File: src/logic/dsa_pkg.sv
// Constants shared by the section adaptation block.
// Assumes a four-tone symbol with one sample of cyclic prefix.
package dsa_pkg;
    localparam int SAMPLE_W = 12;
    localparam int FRAME_W = 16;
    localparam int TONE0_BITS = 2;
    localparam int TONE1_BITS = 2;
    localparam int TONE2_BITS = 4;
    localparam int TONE3_BITS = 8;
    localparam int TF_SHIFT = 2;
    localparam logic [6:0] SF_LAST = 7'h44;
    localparam logic [2:0] SYM_LAST = 3'h4;
    localparam logic [15:0] SYNC_WORD = 16'hB4E1;
    localparam logic [15:0] IDLE_WORD = 16'h0000;
    localparam logic [1:0] BUF_DEPTH = 2'h2;
    localparam logic [4:0] BITS_FULL = 5'h10;
    typedef enum logic {ALN_HUNT, ALN_LOCK} dsa_aln_type;
    typedef enum logic {SF_HUNT, SF_LOCK} dsa_sf_type;
endpackage : dsa_pkg

File: src/logic/dsa_section_adapt.sv
// Section to line-sample adaptation, transmit and receive directions.
// Assumes the line sample clock arrives from the converter and is far
// slower than i_ref_clk; frame words arrive on the i_ref_clk domain.
`timescale 1ns/10ps
`default_nettype none
module dsa_section_adapt
    import dsa_pkg::*;
(
    input wire logic i_ref_clk, // system clock
    input wire logic i_rst, // synchronous reset
    input wire logic [15:0] i_tx_frame_data, // fast and interleaved byte
    input wire logic i_tx_frame_valid, // frame word offered
    output logic o_tx_frame_ready, // buffer can take a word
    output logic [11:0] o_line_sample_data, // transmit sample
    input wire logic i_line_sample_clock, // converter sample clock
    input wire logic [11:0] i_line_sample_data, // receive sample
    input wire logic i_line_trail_fail_in, // converter trail fail
    input wire logic [3:0] i_lof_tone_mask, // tones used for sync check
    input wire logic [2:0] i_lof_threshold, // least matching tones
    output logic o_section_frame_data, // receive frame bit
    output logic o_section_bit_clock, // bit strobe
    output logic o_section_frame_clock, // first bit of frame
    output logic o_section_superframe_clock, // first bit of superframe
    output logic o_section_server_fail_out, // server signal fail
    output logic o_remote_defect_request, // remote defect request
    output logic o_frame_loss_remote_report, // frame loss to far end
    output logic o_frame_loss_mgmt_report // correlated frame loss
);

    function automatic logic [11:0] enc(input logic [7:0] b,
                                        input int nb);
        return 12'(int'(b & 8'((1 << nb) - 1)) - (1 << (nb - 1)));
    endfunction : enc

    function automatic logic [7:0] dec(input logic [11:0] v,
                                       input int nb);
        return 8'((int'(signed'(v)) + (1 << (nb - 1))) & ((1 << nb) - 1));
    endfunction : dec

    // Four-point orthogonal transform; applying it twice scales by four.
    function automatic logic [47:0] xform(input logic [47:0] x,
                                          input int sh);
        int a;
        int b;
        int c;
        int d;
        a = int'(signed'(x[11:0]));
        b = int'(signed'(x[23:12]));
        c = int'(signed'(x[35:24]));
        d = int'(signed'(x[47:36]));
        return {12'((a - b - c + d) >>> sh),
                12'((a + b - c - d) >>> sh),
                12'((a - b + c - d) >>> sh),
                12'((a + b + c + d) >>> sh)};
    endfunction : xform

    // Tone 0 sits in the low bits of the returned vector.
    function automatic logic [47:0] tones(input logic [15:0] w);
        return {enc(w[7:0], TONE3_BITS),
                enc({4'h0, w[15:12]}, TONE2_BITS),
                enc({6'h00, w[11:10]}, TONE1_BITS),
                enc({6'h00, w[9:8]}, TONE0_BITS)};
    endfunction : tones

    function automatic logic [7:0] swap(input logic [7:0] b);
        return {b[3:0], b[7:4]};
    endfunction : swap

    logic clk_s1_r;
    logic clk_s2_r;
    logic clk_s3_r;
    logic [11:0] din_s1_r;
    logic [11:0] din_s2_r;
    logic tsf_s1_r;
    logic tsf_s2_r;
    logic samp_en;

    always_ff @(posedge i_ref_clk) begin
        if (i_rst) begin
            clk_s1_r <= 1'b0;
            clk_s2_r <= 1'b0;
            clk_s3_r <= 1'b0;
            din_s1_r <= 12'h000;
            din_s2_r <= 12'h000;
            tsf_s1_r <= 1'b0;
            tsf_s2_r <= 1'b0;
        end else begin
            clk_s1_r <= i_line_sample_clock;
            clk_s2_r <= clk_s1_r;
            clk_s3_r <= clk_s2_r;
            din_s1_r <= i_line_sample_data;
            din_s2_r <= din_s1_r;
            tsf_s1_r <= i_line_trail_fail_in;
            tsf_s2_r <= tsf_s1_r;
        end
    end

    assign samp_en = clk_s2_r & ~clk_s3_r;

    // Two-entry frame buffer in front of the transmit symbol builder.
    logic [15:0] b0_r;
    logic [15:0] b0_nxt;
    logic [15:0] b1_r;
    logic [15:0] b1_nxt;
    logic [1:0] cnt_r;
    logic [1:0] cnt_nxt;
    logic rdy_r;
    logic rdy_nxt;
    logic push;
    logic tx_pop;

    always_comb begin
        push = i_tx_frame_valid & rdy_r;
        b0_nxt = b0_r;
        b1_nxt = b1_r;
        if (tx_pop) begin
            b0_nxt = b1_r;
        end
        if (push) begin
            if (cnt_r == {1'b0, tx_pop}) begin
                b0_nxt = i_tx_frame_data;
            end else begin
                b1_nxt = i_tx_frame_data;
            end
        end
        cnt_nxt = 2'(cnt_r + {1'b0, push} - {1'b0, tx_pop});
        rdy_nxt = cnt_nxt != BUF_DEPTH;
    end

    always_ff @(posedge i_ref_clk) begin
        if (i_rst) begin
            b0_r <= IDLE_WORD;
            b1_r <= IDLE_WORD;
            cnt_r <= 2'h0;
            rdy_r <= 1'b1;
        end else begin
            b0_r <= b0_nxt;
            b1_r <= b1_nxt;
            cnt_r <= cnt_nxt;
            rdy_r <= rdy_nxt;
        end
    end

    assign o_tx_frame_ready = rdy_r;

    // Transmit: one symbol is prefix plus four samples.
    logic [2:0] tx_pos_r;
    logic [2:0] tx_pos_nxt;
    logic [6:0] tx_fcnt_r;
    logic [6:0] tx_fcnt_nxt;
    logic [47:0] tx_sym_r;
    logic [47:0] tx_sym_nxt;
    logic [11:0] tx_out_r;
    logic [11:0] tx_out_nxt;
    logic [15:0] src;

    always_comb begin
        tx_pop = 1'b0;
        tx_pos_nxt = tx_pos_r;
        tx_fcnt_nxt = tx_fcnt_r;
        tx_sym_nxt = tx_sym_r;
        tx_out_nxt = tx_out_r;
        src = (cnt_r != 2'h0) ? b0_r : IDLE_WORD;
        if (samp_en) begin
            if (tx_pos_r == 3'h0) begin
                if (tx_fcnt_r == SF_LAST) begin
                    tx_sym_nxt = xform(tones(SYNC_WORD), 0);
                    tx_fcnt_nxt = 7'h00;
                end else begin
                    tx_pop = cnt_r != 2'h0;
                    tx_sym_nxt = xform(tones({src[15:8],
                                              swap(src[7:0])}), 0);
                    tx_fcnt_nxt = 7'(tx_fcnt_r + 7'h01);
                end
                tx_out_nxt = tx_sym_nxt[47:36];
                tx_pos_nxt = 3'h1;
            end else begin
                tx_out_nxt = tx_sym_r[12 * (int'(tx_pos_r) - 1) +: 12];
                tx_pos_nxt = (tx_pos_r == SYM_LAST) ? 3'h0
                                                    : 3'(tx_pos_r + 3'h1);
            end
        end
    end

    always_ff @(posedge i_ref_clk) begin
        if (i_rst) begin
            tx_pos_r <= 3'h0;
            tx_fcnt_r <= 7'h00;
            tx_sym_r <= 48'h000000000000;
            tx_out_r <= 12'h000;
        end else begin
            tx_pos_r <= tx_pos_nxt;
            tx_fcnt_r <= tx_fcnt_nxt;
            tx_sym_r <= tx_sym_nxt;
            tx_out_r <= tx_out_nxt;
        end
    end

    assign o_line_sample_data = tx_out_r;

    // Receive symbol alignment on the cyclic prefix.
    dsa_aln_type aln_r;
    dsa_aln_type aln_nxt;
    logic [59:0] win_r;
    logic [59:0] win_nxt;
    logic [2:0] rcnt_r;
    logic [2:0] rcnt_nxt;
    logic done_r;
    logic done_nxt;
    logic cp_ok;

    always_comb begin
        aln_nxt = aln_r;
        win_nxt = win_r;
        rcnt_nxt = rcnt_r;
        done_nxt = 1'b0;
        cp_ok = win_r[47:36] == din_s2_r;
        if (samp_en) begin
            win_nxt = {win_r[47:0], din_s2_r};
            case (aln_r)
                ALN_HUNT: begin
                    if (cp_ok) begin
                        aln_nxt = ALN_LOCK;
                        rcnt_nxt = 3'h0;
                        done_nxt = 1'b1;
                    end
                end
                default: begin
                    if (rcnt_r == SYM_LAST) begin
                        rcnt_nxt = 3'h0;
                        if (cp_ok) begin
                            done_nxt = 1'b1;
                        end else begin
                            aln_nxt = ALN_HUNT;
                        end
                    end else begin
                        rcnt_nxt = 3'(rcnt_r + 3'h1);
                    end
                end
            endcase
        end
    end

    always_ff @(posedge i_ref_clk) begin
        if (i_rst) begin
            aln_r <= ALN_HUNT;
            win_r <= 60'h000000000000000;
            rcnt_r <= 3'h0;
            done_r <= 1'b0;
        end else begin
            aln_r <= aln_nxt;
            win_r <= win_nxt;
            rcnt_r <= rcnt_nxt;
            done_r <= done_nxt;
        end
    end

    // Decode; the prefix sample win_r[59:48] is dropped.
    logic [47:0] ry;
    logic [15:0] rw;
    logic [2:0] hits;
    logic matched;

    always_comb begin
        ry = xform({win_r[11:0], win_r[23:12], win_r[35:24],
                    win_r[47:36]}, TF_SHIFT);
        rw = {4'(dec(ry[35:24], TONE2_BITS)),
              2'(dec(ry[23:12], TONE1_BITS)),
              2'(dec(ry[11:0], TONE0_BITS)),
              dec(ry[47:36], TONE3_BITS)};
        hits = 3'({2'h0, i_lof_tone_mask[0] & (rw[9:8] == SYNC_WORD[9:8])}
             + {2'h0, i_lof_tone_mask[1] & (rw[11:10] == SYNC_WORD[11:10])}
             + {2'h0, i_lof_tone_mask[2] & (rw[15:12] == SYNC_WORD[15:12])}
             + {2'h0, i_lof_tone_mask[3] & (rw[7:0] == SYNC_WORD[7:0])});
        matched = hits >= i_lof_threshold;
    end

    // Superframe lock, frame loss and the section-side serializer.
    dsa_sf_type sf_r;
    dsa_sf_type sf_nxt;
    logic [6:0] rf_r;
    logic [6:0] rf_nxt;
    logic ok_r;
    logic ok_nxt;
    logic lof_r;
    logic lof_nxt;
    logic pend_r;
    logic pend_nxt;
    logic [15:0] sh_r;
    logic [15:0] sh_nxt;
    logic [4:0] nb_r;
    logic [4:0] nb_nxt;
    logic sff_r;
    logic sff_nxt;
    logic ph_r;
    logic dat_r;
    logic dat_nxt;
    logic bclk_r;
    logic bclk_nxt;
    logic fclk_r;
    logic fclk_nxt;
    logic sclk_r;
    logic sclk_nxt;

    always_comb begin
        sf_nxt = sf_r;
        rf_nxt = rf_r;
        ok_nxt = ok_r;
        lof_nxt = lof_r;
        pend_nxt = pend_r;
        sh_nxt = sh_r;
        nb_nxt = nb_r;
        sff_nxt = sff_r;
        dat_nxt = dat_r;
        bclk_nxt = 1'b0;
        fclk_nxt = 1'b0;
        sclk_nxt = 1'b0;
        if (ph_r && nb_r != 5'h00) begin
            dat_nxt = sh_r[15];
            bclk_nxt = 1'b1;
            fclk_nxt = nb_r == BITS_FULL;
            sclk_nxt = (nb_r == BITS_FULL) & sff_r;
            sh_nxt = {sh_r[14:0], 1'b0};
            nb_nxt = 5'(nb_r - 5'h01);
        end
        if (done_r) begin
            case (sf_r)
                SF_HUNT: begin
                    if (matched) begin
                        sf_nxt = SF_LOCK;
                        rf_nxt = 7'h00;
                        pend_nxt = 1'b1;
                        ok_nxt = 1'b1;
                    end
                end
                default: begin
                    if (rf_r == SF_LAST) begin
                        rf_nxt = 7'h00;
                        pend_nxt = 1'b1;
                        ok_nxt = matched;
                        if (matched && ok_r) begin
                            lof_nxt = 1'b0;
                        end
                        if (!matched && !ok_r) begin
                            lof_nxt = 1'b1;
                            sf_nxt = SF_HUNT;
                        end
                    end else begin
                        sh_nxt = {rw[15:8], swap(rw[7:0])};
                        nb_nxt = BITS_FULL;
                        sff_nxt = pend_r;
                        pend_nxt = 1'b0;
                        rf_nxt = 7'(rf_r + 7'h01);
                    end
                end
            endcase
        end
    end

    always_ff @(posedge i_ref_clk) begin
        if (i_rst) begin
            sf_r <= SF_HUNT;
            rf_r <= 7'h00;
            ok_r <= 1'b0;
            lof_r <= 1'b1;
            pend_r <= 1'b0;
            sh_r <= 16'h0000;
            nb_r <= 5'h00;
            sff_r <= 1'b0;
            ph_r <= 1'b0;
            dat_r <= 1'b0;
            bclk_r <= 1'b0;
            fclk_r <= 1'b0;
            sclk_r <= 1'b0;
        end else begin
            sf_r <= sf_nxt;
            rf_r <= rf_nxt;
            ok_r <= ok_nxt;
            lof_r <= lof_nxt;
            pend_r <= pend_nxt;
            sh_r <= sh_nxt;
            nb_r <= nb_nxt;
            sff_r <= sff_nxt;
            ph_r <= ~ph_r;
            dat_r <= dat_nxt;
            bclk_r <= bclk_nxt;
            fclk_r <= fclk_nxt;
            sclk_r <= sclk_nxt;
        end
    end

    assign o_section_frame_data = dat_r;
    assign o_section_bit_clock = bclk_r;
    assign o_section_frame_clock = fclk_r;
    assign o_section_superframe_clock = sclk_r;

    // Consequent actions; trail fail comes via its synchroniser.
    logic ssf_r;
    logic rdi_r;
    logic mgmt_r;

    always_ff @(posedge i_ref_clk) begin
        if (i_rst) begin
            ssf_r <= 1'b1;
            rdi_r <= 1'b1;
            mgmt_r <= 1'b0;
        end else begin
            ssf_r <= lof_r | tsf_s2_r;
            rdi_r <= lof_r | tsf_s2_r;
            mgmt_r <= lof_r & ~tsf_s2_r;
        end
    end

    assign o_section_server_fail_out = ssf_r;
    assign o_remote_defect_request = rdi_r;
    assign o_frame_loss_remote_report = rdi_r;
    assign o_frame_loss_mgmt_report = mgmt_r;

endmodule : dsa_section_adapt
`default_nettype wire

File: config.mk
export PLATFORM = sky130hd
export DESIGN_NAME = dsa_section_adapt
export DESIGN_NICKNAME = d
export VERILOG_FILES = /design/src/logic/dsa_pkg.sv /design/src/logic/dsa_section_adapt.sv
export SDC_FILE = /design/constraint.sdc
export NUM_CORES = 1
export LEC_CHECK = 0
export ABC_AREA = 1
export ABC_CLOCK_PERIOD_IN_PS = 9100
export BUFFER_PORTS_ARGS = -buffer_cell sky130_fd_sc_hd__buf_4
export CELL_PAD_IN_SITES_DETAIL_PLACEMENT = 2
export CELL_PAD_IN_SITES_GLOBAL_PLACEMENT = 2
export CORE_ASPECT_RATIO = 1.25
export CORE_MARGIN = 4
export CORE_UTILIZATION = 39
export CTS_CLUSTER_DIAMETER = 80
export DETAILED_ROUTE_END_ITERATION = 8
export PLACE_DENSITY_LB_ADDON = 0.25
export SLEW_MARGIN = 30
export SYNTH_ARGS = -nofsm -noshare
export SYNTH_HDL_FRONTEND = slang
export SYNTH_SLANG_ARGS = --single-unit
File: constraint.sdc
create_clock -name i_ref_clk -period 9.1 [get_ports i_ref_clk]
set_input_delay 0.455 -clock i_ref_clk [delete_from_list [all_inputs] [get_ports i_ref_clk]]
set_output_delay 0.455 -clock i_ref_clk [all_outputs]
set_load 0.05 [all_outputs]
==> impl_metrics.json, run 1 <==
{
  "status": "complete, no violations",
  "ys_ff_latch": 218,
  "final_area_um2": 15760,
  "setup_viol": 0,
  "synthDistinctLibCells": 61,
  "clock.fmax_mhz": 151.4,
  "dr.first_iter.drc_count": 457,
  "synth_nets": 2146,
  "wl_met1_um": 19170,
  "remaining_drc_errors": 0,
  "synth_edf_count": 0,
  "grt-ovfl-total": 0,
  "cts_setup_buffers": 0,
  "crit_top_cell": "nand2_1",
  "fill_cells": 4252,
  "fin_crit_ns": 6.607,
  "clockBufferDepth": 3,
  "antenna_cells": 0,
  "place_worst_setup_slack_ns": 2.637,
  "top_layer": "met4",
  "critPathLaunchType": "flop",
  "switching_power_uw": 1476,
  "hold_start": "i_line_sample_data[8]",
  "critPathLaunch": "win_r[36]",
  "routed-wl-met2_um": 27050,
  "synthCells": 1952,
  "nNetsFinal": 2171,
  "path_buf_inv": 5,
  "combPwrFrac_pct": 40.5,
  "final_hold_viol_count": 0,
  "synth_compound_area_share_pct": 13.73,
  "worst_slew_pin_slew_ns": 0.8732,
  "synth_area_per_cell_um2": 7.263,
  "gp_congestion": 0.8939,
  "cap_violations": 0,
  "rsz0062_at_grt": "no",
  "critical_path_class": "reg2reg",
  "die_w_um": 178.5,
  "grt_max_degree": 95,
  "slowest_stage": "o31ai_1",
  "clock-sinks": 218,
  "seq_area_frac_synth_pct": 30.78,
  "setup_slack_ns": 2.493,
  "internal_power_uw": 2186,
  "grt_pass1_vias": 15001,
  "total_power_uw": 3662,
  "p_clk_share_pct": 29.0,
  "wl_met3_um": 1203,
  "power-per-cell-area_nw_per_um2": 232.4,
  "cts_tree": "done",
  "synth_fa_ha_area_share_pct": 16.61,
  "dr.pass1.iters": 4,
  "vias_per_cell": 5.369,
  "cts_max_level": 1,
  "cts_resized": 0,
  "seqCellArea_um2": 4364,
  "critPathCaptureType": "flop",
  "rows": 77,
  "most-common-layout-cells": "nand2_1 (410), inv_1 (282), dfxtp_1 (218)",
  "io_pins": 61,
  "p_sw_share_pct": 40.30,
  "synthFlopType": "dfxtp_1",
  "slew_viol_final": 0,
  "syn_area_um2": 14180,
  "cp_top_family": "adder cells",
  "wl_per_cell_um": 20.15,
  "vias": 13223,
  "core_um2": 35650,
  "cp.arrival_ns": 7.08,
  "clock_latency_ns": 0.55,
  "crit_path_max_incr_delay_ns": 0.57,
  "crit_fanout": 8,
  "synthXorXnorAreaFrac_pct": 3.027,
  "die_h_um": 221.2,
  "placed_cell_area_um2": 14900,
  "grt_first_pass_wirelength_um": 79710,
  "fin_skew_ns": 0.01412,
  "cts_root_buf": "clkbuf_16",
  "port_buffers": 60,
  "async_reset_ff_share_pct": 0,
  "clk_pin_slew_ns": 0.06,
  "final_common_cell": "nand2_1",
  "ir_worst_vdd_uv": 148.1,
  "leakagePower_uw": 0.007532,
  "numCtsBuffers": 27,
  "seq_power_share_pct": 30.5,
  "synth_top_family_by_area": "simple AND/OR/NAND/NOR gates",
  "regToRegStartpoint": "win_r[36]",
  "antenna_left": 0,
  "synth_mux_area_share_pct": 0.2118,
  "antenna_found_initial": 0,
  "slew_headroom_pct": 41.58,
  "dieArea_um2": 39490,
  "start_util_pct": 39.77,
  "cts_hold_buffers": 0,
  "post-route-period-util_pct": 72.60,
  "hold_class": "in2reg",
  "routed_wl_um": 49630,
  "yosys.area_share.simple_pct": 25.10,
  "area_growth_pct": 11.16,
  "yosysWarnings": 0,
  "final.setup.tns_ns": 0,
  "multi_input_area_um2": 8319,
  "final_util_pct": 44.21,
  "cp.required_ns": 9.57,
  "grt_use_total_pct": 25.00,
  "layout-drive-gt1-share_pct": 7.692,
  "place.detailed.hpwl_um": 35580
}
-- worst paths after layout --
kind	endpoint	slack (ns)	cells after the start
worst max-delay path	rf_r[3]	2.49	31
worst min-delay path	din_s1_r[8]	0.11	3
worst min register to register	din_s2_r[1]	0.41	2
worst max register to register	rf_r[3]	2.49	31
-- cells by family after synthesis --
group,count (synthesis)
AOI/OAI and AO/OA,338
xor gates and xnor gates,49
adders and majority gates,154
buffers and inverters,368
DFF,218
muxes,3
and+or+nand+nor,822
-- worst reg2reg max path: cells and delay by family, from the launching register on --
family | cells | cell delay (ns)
flip-flops | 1 | 0.41
AND/OR/NAND/NOR | 13 | 1.74
adder cells (fa/ha/maj) | 8 | 2.78
buffers and inverters | 5 | 0.42
XOR/XNOR | 1 | 0.17
AO/OA/AOI/OAI | 4 | 1.01
-- cell usage after synthesis, drive strengths merged (2+ instances only) --
cell / count / share of area, %
nand4: 11 / 0.49
nand3: 165 / 6.0
a21boi: 2 / 0.11
a221oi: 2 / 0.12
xnor2: 25 / 1.5
clkinv: 3 / 0.088
o22a: 2 / 0.12
inv: 295 / 7.9
clkbuf: 34 / 0.90
o211a: 16 / 1.1
or2: 16 / 0.71
nand3b: 5 / 0.26
o22ai: 5 / 0.22
a31oi: 7 / 0.31
xor2: 24 / 1.5
o31ai: 4 / 0.21
a21oi: 139 / 5.1
mux2i: 3 / 0.21
nor3: 18 / 0.71
nor4: 3 / 0.13
o32ai: 6 / 0.42
buf: 36 / 1.6
nand2: 419 / 11
nor2: 181 / 5.1
a21o: 4 / 0.21
fa: 57 / 8.0
a211oi: 2 / 0.11
ha: 97 / 8.6
o21ai: 126 / 4.4
o211ai: 11 / 0.58
nor3b: 3 / 0.16
o21bai: 6 / 0.32
dfxtp: 218 / 31
-- per-stage QoR --
step,hold slack (ns),instances
final,0.1100,2463
after detailed placement,0.3980,2421
after floorplan,0.3883,1952
after CTS,0.08494,2462
after global placement,0.3976,2421
after global routing,0.1161,2463
-- sequential cells by signal (all words and copies together), names as in the netlist, 7 cells and up --
name,cells
sh_r,16
din_s2_r,12
o_line_sample_data,12
din_s1_r,12
b1_r,16
b0_r,16
tx_fcnt_r,7
win_r,48
tx_sym_r,39
rf_r,7
-- per-layer routing --
layer / vias to the layer above / track usage (%)
li1: 6295 / -
met1: 6650 / 26.86
met2: 171 / 48.76
met3: 107 / 2.714
met4: 0 / 9.834
met5: - / 0
-- power by group through the flow --
| stage | clock (µW) | combinational, µW | sequential (µW) |
|---|---|---|---|
| 6_report | 1060 | 1480 | 1120 |
| 5_1_grt | 1130 | 1680 | 1130 |
| 4_1_cts | 1090 | 1500 | 1120 |
| 3_5_place_dp | 0 | 1460 | 1140 |
| 3_3_place_gp | 0 | 1370 | 1130 |
| 2_1_floorplan | 0 | 1020 | 1150 |
-- layout make-up --
| type | instances | area share [%] |
|---|---|---|
| sequential | 218 | 27.69 |
| clock inverter | 4 | 0.4843 |
| multi-input combinational | 1366 | 52.79 |
| clock buffer | 37 | 4.843 |
| inverter | 298 | 7.209 |
| timing repair buffer | 66 | 3.223 |
| tap | 474 | 3.763 |
Note: power is estimated with default switching activity, not from simulation.
==> run 2, diff against run 1 <==
ABC_AREA = 0   (was 1)
ABC_CLOCK_PERIOD_IN_PS = 5530   (was 9100)
CORE_UTILIZATION = 35   (was 39)
clock period = 5.53 ns   (was 9.1 ns; I/O delays follow)
==> impl_metrics.json, run 2 <==
{
  "start_util_pct": 35.69,
  "clock_latency_ns": 0.55,
  "area_growth_pct": 20.62,
  "largest_reg_flops": 48,
  "synthFlopType": "dfxtp_1",
  "gp_congestion": 0.8296,
  "cts_max_level": 1,
  "violations": "negative setup slack",
  "remaining_drc_errors": 0,
  "setup_viol": 11,
  "cp.required_ns": 5.96,
  "slew_headroom_pct": 42.67,
  "critPathCaptureType": "flop",
  "status": "complete, but fails checks",
  "ys_ff_latch": 218,
  "critPathLaunchType": "flop",
  "grt_first_pass_wirelength_um": 72550,
  "layout-drive-gt1-share_pct": 14.63,
  "cp.arrival_ns": 6.45,
  "synth_compound_area_share_pct": 16.74,
  "dr.pass1.iters": 4,
  "place.detailed.hpwl_um": 32110,
  "post-route-period-util_pct": 108.8,
  "slew_viol_final": 0,
  "setup_slack_ns": -0.4892,
  "fin_crit_ns": 6.019,
  "regMostFlops": "win_r",
  "synth_edf_count": 0,
  "grt_max_degree": 104,
  "synth.most_common_cell": "nand2_1",
  "seq_area_frac_synth_pct": 32.56,
  "ir_worst_vdd_uv": 190.3,
  "critical_path_class": "reg2reg",
  "slowest_stage": "fa_1",
  "synth_nets": 1801,
  "rsz0062_at_grt": "yes",
  "vias_per_cell": 5.332,
  "clockBufferDepth": 3,
  "die_h_um": 226.8,
  "worst_slew_pin_slew_ns": 0.8600,
  "synth.area.top_cells": "dfxtp_1 (33%), ha_1 (9.1%), fa_1 (8.5%)",
  "synth_area_per_cell_um2": 8.342,
  "yosys.area_share.simple_pct": 17.98,
  "port_buffers": 60,
  "crit_fanout": 7,
  "leakagePower_uw": 0.006350,
  "synth_top_area_share_pct": 32.56,
  "antenna_cells": 0,
  "crit_path_max_incr_delay_ns": 0.53,
  "hold_class": "in2reg",
  "clk_pin_slew_ns": 0.06,
  "clock.fmax_mhz": 166.1,
  "most-common-layout-cells": "nand2_1 (245), dfxtp_1 (216), a21oi_1 (134)",
  "total_power_uw": 5220,
  "synthCells": 1607,
  "dieArea_um2": 41520,
  "grt-ovfl-total": 0,
  "cts_tree": "done",
  "top_regs": "win_r: 48 flops, tx_sym_r: 39 flops",
  "synth_fa_ha_area_share_pct": 17.57,
  "final_hold_viol_count": 0,
  "dr.first_iter.drc_count": 400,
  "die_w_um": 183.0,
  "rows": 79,
  "final_common_cell": "nand2_1",
  "synth_area_leader_cell": "dfxtp_1",
  "antenna_left": 0,
  "async_reset_ff_share_pct": 0,
  "power-per-cell-area_nw_per_um2": 322.9,
  "cap_violations": 0,
  "io_pins": 61,
  "antenna_found_initial": 0,
  "wl_per_cell_um": 20.20,
  "synth_mux_area_share_pct": 3.696,
  "routed_wl_um": 44880,
  "fin_skew_ns": 0.02439,
  "clock-sinks": 218,
  "synth_commonest_cells": "nand2_1 (246), dfxtp_1 (218), a21oi_1 (136), nor2_1 (136), inv_1 (127)",
  "yosysWarnings": 0,
  "numCtsBuffers": 27,
  "final_util_pct": 43.05,
  "synth_top_family_by_area": "simple AND/OR/NAND/NOR gates",
  "cts_root_buf": "clkbuf_16",
  "synthDistinctLibCells": 70,
  "synthXorXnorAreaFrac_pct": 5.423,
  "grt_use_total_pct": 21.59,
  "grt_pass1_vias": 13579,
  "nNetsFinal": 1912,
  "vias": 11847,
  "syn_area_um2": 13410,
  "core_um2": 37560
}
-- run 2: cell types whose count changed in the layout (fill, tap and decap cells not counted), sizes merged, moves of 43 or more --
| cell | before | now |
|---|---|---|
| o21ai | 126 | 64 |
| nor2 | 181 | 138 |
| buf | 66 | 134 |
| inv | 294 | 129 |
| nand2 | 419 | 246 |
| nand3 | 165 | 31 |
-- run 2: path summary, 6_finish.rpt --
path | endpoint | from | cells after the start | slack (ns)
hold reg to reg | o_frame_loss_mgmt_report | tsf_s2_r | 1 | 0.43
hold / removal | din_s1_r[1] | i_line_sample_data[1] | 2 | 0.04
setup / recovery | rf_r[5] | win_r[25] | 30 | -0.49
setup reg to reg | rf_r[5] | win_r[25] | 30 | -0.49
-- run 2: logic make-up (layout without fill, tap and decap cells) --
logic type | count (synthesis) | in the layout
compound gates | 356 | 356
xor+xnor | 83 | 83
fa+ha+maj | 154 | 154
buf+inv | 209 | 338
flops | 218 | 218
mux | 44 | 44
simple gates | 543 | 543
-- run 2: power by group --
group	internal [µW]	switching [µW]	total (µW)
combinational	671	1000	1670
clock	1050	721	1780
sequential	1680	98.7	1770
-- run 2: critical path: cells and delay by family (launching register included) --
kind / cells / cell delay [ns]
compound gates: 7 / 1.37
xor+xnor: 3 / 0.52
fa+ha+maj: 6 / 1.85
buf+inv: 5 / 0.38
flops: 1 / 0.38
simple gates: 9 / 1.37
-- run 2: area by class of cell --
cell class,instances,area [µm²]
clock inverter,13,132.6
multi-input combinational,1180,8511
clock buffer,34,752.0
inverter,128,485.5
timing repair buffer,163,1311
tap,486,608.1
sequential,218,4369
fill,4180,21390
-- run 2: repair_timing --
| action | CTS | global route |
|---|---|---|
| hold endpoints to repair | 29 | 0 |
| endpoints found under the setup margin | 11 | 11 |
| hold buffers | 29 | 0 |
| pin swaps | 21 | 10 |
| resized for setup | 34 | 16 |
| setup buffers | 6 | 3 |
-- run 2: stage by stage --
step | std cells | cell area (µm²) | hold slack [ns] | TNS (ns) | setup slack [ns]
floorplan | 1607 | 13460 | 0.3913 | -0.1638 | -0.1638
global placement | 2138 | 14690 | 0.3968 | -2.520 | -0.2765
detailed placement | 2138 | 14700 | 0.4310 | -4.980 | -0.5303
CTS | 2220 | 16080 | 0.01031 | -3.483 | -0.3703
global route | 2222 | 16170 | 0.02590 | -6.520 | -0.6770
finish | 2222 | 16170 | 0.03950 | -4.202 | -0.4892
-- run 2: routing by layer --
layer  part of all wire (%)  track usage, %
met3                    2.2           2.246
met2                     55           42.80
met5                      0               0
met4                    3.2           6.971
met1                     39           23.74
